[config.mk]
export PLATFORM = sky130hd
export DESIGN_NAME = cpu_clock_generator
export DESIGN_NICKNAME = d
export VERILOG_FILES = /design/src/cpu_clock_pkg.sv /design/src/cpu_clock_generator.sv
export SDC_FILE = /design/constraint.sdc
export NUM_CORES = 1
export LEC_CHECK = 0
export ABC_AREA = 0
export BUFFER_PORTS_ARGS = -buffer_cell sky130_fd_sc_hd__buf_4
export CAP_MARGIN = 20
export CORE_ASPECT_RATIO = 1.1
export CORE_MARGIN = 1
export CORE_UTILIZATION = 45
export DETAILED_ROUTE_END_ITERATION = 12
export SLEW_MARGIN = 10
export SYNTH_ARGS = -nofsm -noshare
export SYNTH_HDL_FRONTEND = slang
export SYNTH_SLANG_ARGS = --single-unit
[constraint.sdc]
create_clock -name i_core_clk -period 5.75 [get_ports i_core_clk]
set_clock_uncertainty 0.05 [all_clocks]
set_input_delay 1.15 -clock i_core_clk [delete_from_list [all_inputs] [get_ports i_core_clk]]
set_output_delay 1.15 -clock i_core_clk [all_outputs]
set_load 0.005 [all_outputs]
[src/cpu_clock_pkg.sv]
package cpu_clock_pkg;
   localparam int CORE_CLK_MHZ = 40;
   localparam int PERIOD_W = 12;
   localparam int THRESH_W = 14;
   localparam int ACC_W = 16;
   localparam logic [1:0] BYPASS_DIV_1 = 2'h0;
   localparam logic [1:0] BYPASS_DIV_2 = 2'h1;
   localparam logic [1:0] BYPASS_DIV_4 = 2'h2;
   localparam logic [4:0] MULT_MIN = 5'h02;
   localparam logic [4:0] MULT_MAX = 5'h1F;
   localparam logic [1:0] RST_BYPASS_DIV = BYPASS_DIV_1;
   localparam logic [4:0] RST_MULT = MULT_MIN;
   localparam logic [1:0] RST_SYNTH_DIV = 2'h0;
   localparam logic RST_LOCK_MODE = 1'b0;
   localparam logic RST_OSC_ENABLE = 1'b1;
   localparam int CPU_PERIOD_MAX_NS = 1600;
   localparam int CPU_PERIOD_MAX_CYC = (CPU_PERIOD_MAX_NS * CORE_CLK_MHZ) / 1000;
endpackage

[src/cpu_clock_generator.sv]
`timescale 1ns/1ps
module cpu_clock_generator (
   input wire logic i_core_clk,
   input wire logic i_sys_rst,
   input wire logic i_reference_clock_input,
   input wire logic i_osc_stop_req,
   input wire logic i_lock_mode,
   input wire logic [1:0] i_bypass_div,
   input wire logic [4:0] i_synth_multiply_field,
   input wire logic [1:0] i_synth_divide_field,
   output logic o_cpu_clock_output,
   output logic o_crystal_drive_pin,
   output logic o_osc_enable,
   output logic o_synth_enable
);
   import cpu_clock_pkg::*;

   typedef struct packed {
      logic ref_q;
      logic [cpu_clock_pkg::PERIOD_W-1:0] cnt;
      logic [cpu_clock_pkg::PERIOD_W-1:0] period;
      logic [cpu_clock_pkg::ACC_W-1:0] acc;
      logic bcnt;
      logic act_lock;
      logic [1:0] act_bdiv;
      logic [4:0] act_mult;
      logic [1:0] act_ldiv;
      logic clk_out;
      logic drive;
      logic osc_en;
      logic synth_en;
   } state_t;

   state_t st;
   state_t next_st;
   logic ref_rise;
   logic [cpu_clock_pkg::THRESH_W-1:0] thresh;
   logic [cpu_clock_pkg::ACC_W-1:0] acc_sum;
   logic lock_toggle;
   logic apply_cfg;
   logic [cpu_clock_pkg::ACC_W-1:0] acc_rem;

   ////////////////////////////////////////////////////////////////////////////////
   always_comb begin
      ref_rise = i_reference_clock_input & ~st.ref_q;
      thresh = THRESH_W'(st.period * ({1'b0, st.act_ldiv} + 3'h1));
      acc_sum = st.acc + ACC_W'({st.act_mult, 1'b0});
      lock_toggle = (thresh != '0) && (acc_sum >= ACC_W'(thresh));
      acc_rem = acc_sum - ACC_W'(thresh);
      next_st = st;
      next_st.ref_q = i_reference_clock_input;
      // Reference period is measured in core cycles for the synthesizer.
      if (ref_rise) begin
         next_st.cnt = '0;
         next_st.period = st.cnt + PERIOD_W'(1);
      end else if (st.cnt != '1) begin
         next_st.cnt = st.cnt + PERIOD_W'(1);
      end
      if (st.act_lock) begin
         // Two toggles per output period, so the step is twice the multiplier.
         if (lock_toggle) begin
            // Past the core rate the remainder is capped, so the sum never wraps.
            next_st.acc = (acc_rem > ACC_W'(thresh)) ? ACC_W'(thresh) : acc_rem;
            next_st.clk_out = ~st.clk_out;
         end else if (thresh != '0) begin
            next_st.acc = acc_sum;
         end
         next_st.bcnt = 1'b0;
      end else begin
         case (st.act_bdiv)
            BYPASS_DIV_1: next_st.clk_out = i_reference_clock_input;
            BYPASS_DIV_2: if (ref_rise) next_st.clk_out = ~st.clk_out;
            default: begin
               if (ref_rise) begin
                  next_st.bcnt = ~st.bcnt;
                  if (st.bcnt) next_st.clk_out = ~st.clk_out;
               end
            end
         endcase
         next_st.acc = '0;
      end
      // New settings take effect only as a high phase ends, or while a lock
      // synthesizer is still idle low, so no high phase is ever cut short.
      apply_cfg = (st.clk_out && !next_st.clk_out) ||
                  (!st.clk_out && st.act_lock && thresh == '0);
      if (apply_cfg) begin
         next_st.act_lock = i_lock_mode;
         next_st.act_bdiv = (i_bypass_div == 2'h3) ? BYPASS_DIV_4 : i_bypass_div;
         next_st.act_mult = (i_synth_multiply_field < MULT_MIN) ? MULT_MIN
                                                                 : i_synth_multiply_field;
         next_st.act_ldiv = i_synth_divide_field;
         // The remainder is kept while the ratio stays, so N is exact on average.
         if (next_st.act_lock != st.act_lock || next_st.act_mult != st.act_mult ||
             next_st.act_ldiv != st.act_ldiv) begin
            next_st.acc = '0;
         end
         next_st.bcnt = 1'b0;
      end
      next_st.synth_en = next_st.act_lock;
      next_st.osc_en = ~i_osc_stop_req;
      next_st.drive = next_st.osc_en & ~i_reference_clock_input;
   end

   always_ff @(posedge i_core_clk or posedge i_sys_rst) begin
      if (i_sys_rst) begin
         st <= '0;
         st.act_lock <= RST_LOCK_MODE;
         st.act_bdiv <= RST_BYPASS_DIV;
         st.act_mult <= RST_MULT;
         st.act_ldiv <= RST_SYNTH_DIV;
         st.osc_en <= RST_OSC_ENABLE;
      end else begin
         st <= next_st;
      end
   end

   assign o_cpu_clock_output = st.clk_out;
   assign o_crystal_drive_pin = st.drive;
   assign o_osc_enable = st.osc_en;
   assign o_synth_enable = st.synth_en;
endmodule

# After elaboration in Yosys (flattened, before gate mapping)
# Cells that the tools add are included.
# op_classes
n_addsub	4
mul	1
n_lt_le_gt_ge	3
eq_ne	7
muxes	18
bitwise_logic	7
reduce_logical	16
# ops
cell	n
$mux W16	4
$mux W27	1
$mux W12	2
$mux W17	1
$add A16 B6 Y16	1
$ge A16 B14 Y1	1
$gt A16 B14 Y1	1
$sub A16 B14 Y16	1
$logic_not A14 Y1	1
$mul A12 B3 Y14	1
$reduce_bool A14 Y1	1
$add A12 B1 Y12 const B	1
$ne A12 B12 Y1 const B	1
$mux W1	7
$lt A5 B2 Y1 const B	1
$mux W5	1
$ne A5 B5 Y1	1
$not A1 Y1	5
$logic_and A1 B1 Y1	4
$add A2 B1 Y3 const B	1
$logic_or A1 B1 Y1	3
$ne A3 B1 Y1 const B	1
$reduce_bool A3 Y1	1
$and A1 B1 Y1	2
11 further kinds	12
# word_totals
ff_bits	55
input_bits	14
output_inout_bits	4
wordCells	68

# Depth between registers and ports, before layout
# logic_depth
depth_word	11
mapped_depth	29
mapped_depth_nobuf	26

# Worst setup path after synthesis
# No wires, ideal clock.
# synth_timing
kind	reg-to-reg
from	reg st[4] (netlist name)
to	reg st[21] (netlist name)
setup_time_ns	0.111
arrival_ns	6.045
required_ns	5.589
setup_slack_ns	-0.456
stages_incl_launch_ff	28
path_buffers	1
period_less_slack_ns	6.206
path_cell_list	dfrtp_1 > ha_1 > clkbuf_1 > nand2_1 > fa_1 > inv_1 > ha_1 > inv_1 > fa_1 > nand2b_1 > a211oi_2 > o31ai_2 > a2bb2oi_4 > inv_1 > ha_1 > a21o_1 > nor2_1 > a31o_2 > or4_1 > o311ai_1 > ha_1 > nand3_1 > or2_2 > a21oi_1 > a211oi_1 > a21oi_1 > o31a_1 > a2111oi_2
# synth_rtl
element	line_no	rtl
from (decl)	cpu_clock_generator.sv:34	state_t st;
from (signal assigned)	cpu_clock_generator.sv:113	st <= next_st;

==> impl.org <==
** Clocking
- The tree is rooted in a sky130_fd_sc_hd__clkbuf_16.
- Clk sinks :: 55
- Clock-pin slew was measured on the worst setup and hold paths at 0.07 ns.
- Counting the buffers created by CTS gives 5.
- Clock latency on the worst-skew pair :: 0.30 ns
- TritonCTS built the clock tree.
- The clock tree synthesis step divided the H-tree into 2 levels.
- The clock passes through at most 2 buffers.

** GRT
- Number of antenna violations at the first check in global routing :: 0
- Entering global routing, the biggest net connects 56 pins.
- Total congestion overflow :: 0
- Overall track demand over capacity in global routing :: 24.12%
- Vias in the first global route :: roughly 5200
- Wire length of the first global-routing pass :: 25050 microns

** Timing
- F_max :: 173.4 MHz
- The number of endpoints with negative hold slack in the final report was 0.
- Portion of the clock cycle consumed by the worst path in the final layout :: 100.3%
- The worst pin sits at a relative slew slack of ~52%.
- Setup repair after global routing could not meet its margin everywhere.
- Minimum period implied by the final worst setup slack :: slightly below 6 ns
- The number of max-slew violations in the final report came to 0.
- Count of endpoints failing setup in the final report :: 3
- Transition at the pin with the smallest max-transition slack :: 0.7188 ns
- In the post-route analysis, the smallest setup slack over all paths is -0.01588 ns.

** Cells and area
- In the layout the commonest cells are 78 x sky130_fd_sc_hd__buf_4, 59 x sky130_fd_sc_hd__nand2_1, 53 x sky130_fd_sc_hd__dfrtp_1.
- ANT cells :: 0
- Synth-to-Final Area Change :: 22.36%
- Cells with a size suffix above 1 make up 25.87% of the layout.
- Flip-flop and latch area :: 1379 sq um
- Net count of the finished layout :: roughly 800
- Multi-input combinational cell area :: about 4500 sq um
- After routing the design area is roughly 7000 sq um.
- Once layout is complete, the utilization of the core stands at 57.33%.
- # fillers :: 1118
- The library cell used most frequently in the layout, excluding fill and tap cells, is sky130_fd_sc_hd__buf_4.
- Excluding fillers, the count of instances in the completed layout stands at 869.

** Synthesis
- Register area share after synthesis :: 24.03%
- The Yosys step of the flow raised 0 warnings.
- After synthesis, the largest area contributor takes up 23.12% of total cell area.
- Area contributors post-synth :: sky130_fd_sc_hd__dfrtp_1 23%, sky130_fd_sc_hd__ha_1 10%, sky130_fd_sc_hd__fa_1 4.5%, sky130_fd_sc_hd__nand2_1 4.2%, sky130_fd_sc_hd__xor2_1 3.8%
- Number of storage elements in the synthesis netlist :: 55
- Average cell area after synthesis :: 8.922 sq um
- Cell accounting for the most synthesized area :: sky130_fd_sc_hd__dfrtp_1
- EDFF count, synth :: 0
- The netlist uses 84 different library cells.
- Post-Syn Area :: 5737 sq um
- Post-Synthesis Net Count :: 717
- Synthesis produced ~640 cells.
- For this run, the leading register cell type out of synthesis is sky130_fd_sc_hd__dfrtp_1.
- Async set-or-reset flop fraction in the synthesized netlist :: 100.0%

** Die
- DIE WIDTH :: between 100 and 150 microns
- For this configuration, the core starts out at a cell density of a little under half.
- Overall die area :: 13200 sq um
- The die is 120.4 microns tall.
- Ports placed on the boundary :: 18
- Floorplan row count :: 42
- Floorplan Core Area :: 12240 sq um

** Detailed routing
- In the routed design, unresolved DRC markers number 0.
- DRT antenna net count :: 0
- For this block, the initial DRC count from the detailed router was around 240.
- The first detailed-routing pass ran for 4 iterations.
- Ratio of routed vias to standard cells :: 5.932
- Across all layers, the routed design uses approximately 5200 vias.
- The final layout contains routed wiring with a total length of 15060 microns.
- Mean routed wirelength per cell :: 17.33 microns

** Critical path
- The worst setup path is captured at a flop.
- Maximum fanout along the worst path :: 6
- Sort of element at the start of the critical path :: flop
- Worst setup path category :: reg -> reg
- The largest single stage delay on the critical path is 0.43 ns.
- R2r worst-path depth :: 28
- In this run the register-to-register setup slack is -0.02 ns.
- For the worst setup path, the data required time is 5.92 ns.
- For the worst setup path, the data arrival time is 5.93 ns.
- Among all stages on the critical path, the largest delay is contributed by sky130_fd_sc_hd__or4_4.
- Reg-to-reg critical path endpoint :: st[27]
- RR Startpoint :: st[4]

** Placed design
- Routability Congestion :: roughly 0.86
- Summed over all nets, the half-perimeter wirelength after detailed placement is about 12000 microns.
- The number of placed instances, taps included, is 837.
- Placed Instance Area :: 6359 sq um
- Input and output buffers added on the ports amount to 17.

** Run
- Max-capacitance violation count :: 0

** Worst hold path
- The worst hold path begins at st[41].
- Class of the tightest hold or removal check :: reg -> reg
- The worst hold path passes through 2 cells.
- The path with the worst hold slack has its endpoint at st[41].

** Run status
- Failing checks :: setup timing
- The flow ran to the end, but the final reports show violations.
## cell type report
| class | count | share of cell area [%] |
|---|---|---|
| inverters | 44 | 2.353 |
| well taps | 154 | 2.745 |
| clock inverters | 2 | 0.5348 |
| repair buffers | 85 | 9.465 |
| multi-input cells | 523 | 63.42 |
| clock buffers | 6 | 1.836 |
| flip-flops and latches | 55 | 19.64 |
## metal layers
| metal | vias to the layer above | track usage, % | wire length, microns |
|---|---|---|---|
| met5 | - | 0 | 0 |
| met4 | 0 | 7.417 | 393 |
| met3 | 24 | 3.288 | 553 |
| met2 | 107 | 41.23 | 7533 |
| met1 | 2509 | 31.27 | 6580 |
| li1 | 2515 | - | - |
## how the worst max path moves through the flow
stage	start	to	slack (ns)	depth (start not counted)
floorplan	st[4]	st[25]	0.02	29
global placement	st[5]	st[15]	0.01	25
detailed placement	st[4]	st[15]	-0.10	26
CTS	st[4]	st[21]	0.00004	23
global route	st[4]	st[15]	-0.24	25
finish	st[4]	st[27]	-0.02	28
## flip-flops by register name, indices dropped and copies added, names as in the netlist
name	flops
o_synth_enable	1
o_cpu_clock_output	1
o_crystal_drive_pin	1
o_osc_enable	1
st	51
## critical path, delay by kind of cell, from the launching register on
| kind | cells | cell delay (ns) |
|---|---|---|
| compound gates | 10 | 1.83 |
| fa+ha+maj | 6 | 1.78 |
| buf+inv | 5 | 0.45 |
| flops | 1 | 0.41 |
| simple gates | 7 | 1.13 |
## cell usage after synthesis, types with 6 or more instances
| library cell | number |
|---|---|
| sky130_fd_sc_hd__o21a_1 | 8 |
| sky130_fd_sc_hd__o21ai_0 | 34 |
| sky130_fd_sc_hd__inv_1 | 44 |
| sky130_fd_sc_hd__nand3_1 | 16 |
| sky130_fd_sc_hd__ha_1 | 47 |
| sky130_fd_sc_hd__nor3_1 | 19 |
| sky130_fd_sc_hd__and3_1 | 9 |
| sky130_fd_sc_hd__nand2_1 | 64 |
| sky130_fd_sc_hd__o311a_1 | 6 |
| sky130_fd_sc_hd__nor2_1 | 27 |
| sky130_fd_sc_hd__nand2b_1 | 18 |
| sky130_fd_sc_hd__nand4_1 | 14 |
| sky130_fd_sc_hd__a31o_1 | 6 |
| sky130_fd_sc_hd__a21oi_1 | 34 |
| sky130_fd_sc_hd__xnor2_1 | 21 |
| sky130_fd_sc_hd__mux2_4 | 7 |
| sky130_fd_sc_hd__nor2b_1 | 9 |
| sky130_fd_sc_hd__and4_1 | 6 |
| sky130_fd_sc_hd__o221ai_1 | 11 |
| sky130_fd_sc_hd__clkbuf_1 | 11 |
| sky130_fd_sc_hd__and2_1 | 6 |
| sky130_fd_sc_hd__a21o_1 | 13 |
| sky130_fd_sc_hd__dfrtp_1 | 53 |
| sky130_fd_sc_hd__fa_1 | 13 |
| sky130_fd_sc_hd__a211oi_1 | 8 |
| sky130_fd_sc_hd__a31oi_1 | 11 |
| sky130_fd_sc_hd__xor2_1 | 25 |
## per-stage QoR
stage / worst slack [ns] / hold slack [ns] / TNS, ns
after global placement: 0.01019 / 0.4644 / 0
after global routing: -0.2440 / 0.5188 / -2.367
final: -0.01588 / 0.4936 / -0.03459
after detailed placement: -0.1021 / 0.4726 / -0.1806
after floorplan: 0.01516 / 0.4317 / 0
after CTS: 0.00004441 / 0.4979 / 0
## timing repair
| action | in CTS | in global routing |
|---|---|---|
| buffers inserted | 9 | 16 |
| gates resized for setup | 9 | 50 |
| pin swaps | 13 | 45 |
| setup endpoints to repair | 7 | 14 |
| hold buffers | 0 | 0 |
## cell families (layout without fill, tap and decap cells)
| logic type | after synthesis | in the layout | synth area share [%] |
|---|---|---|---|
| AND/OR/NAND/NOR | 217 | 217 | 20.33 |
| AO/OA/AOI/OAI | 181 | 181 | 24.04 |
| buffers and inverters | 65 | 137 | 4.754 |
| adder cells (fa/ha/maj) | 60 | 60 | 14.79 |
| flip-flops | 55 | 55 | 24.03 |
| XOR/XNOR | 52 | 52 | 8.724 |
| multiplexers | 13 | 13 | 3.337 |
Power is not shown: default switching activity piles up to over one toggle a cycle in this logic, so the estimate is an artifact.
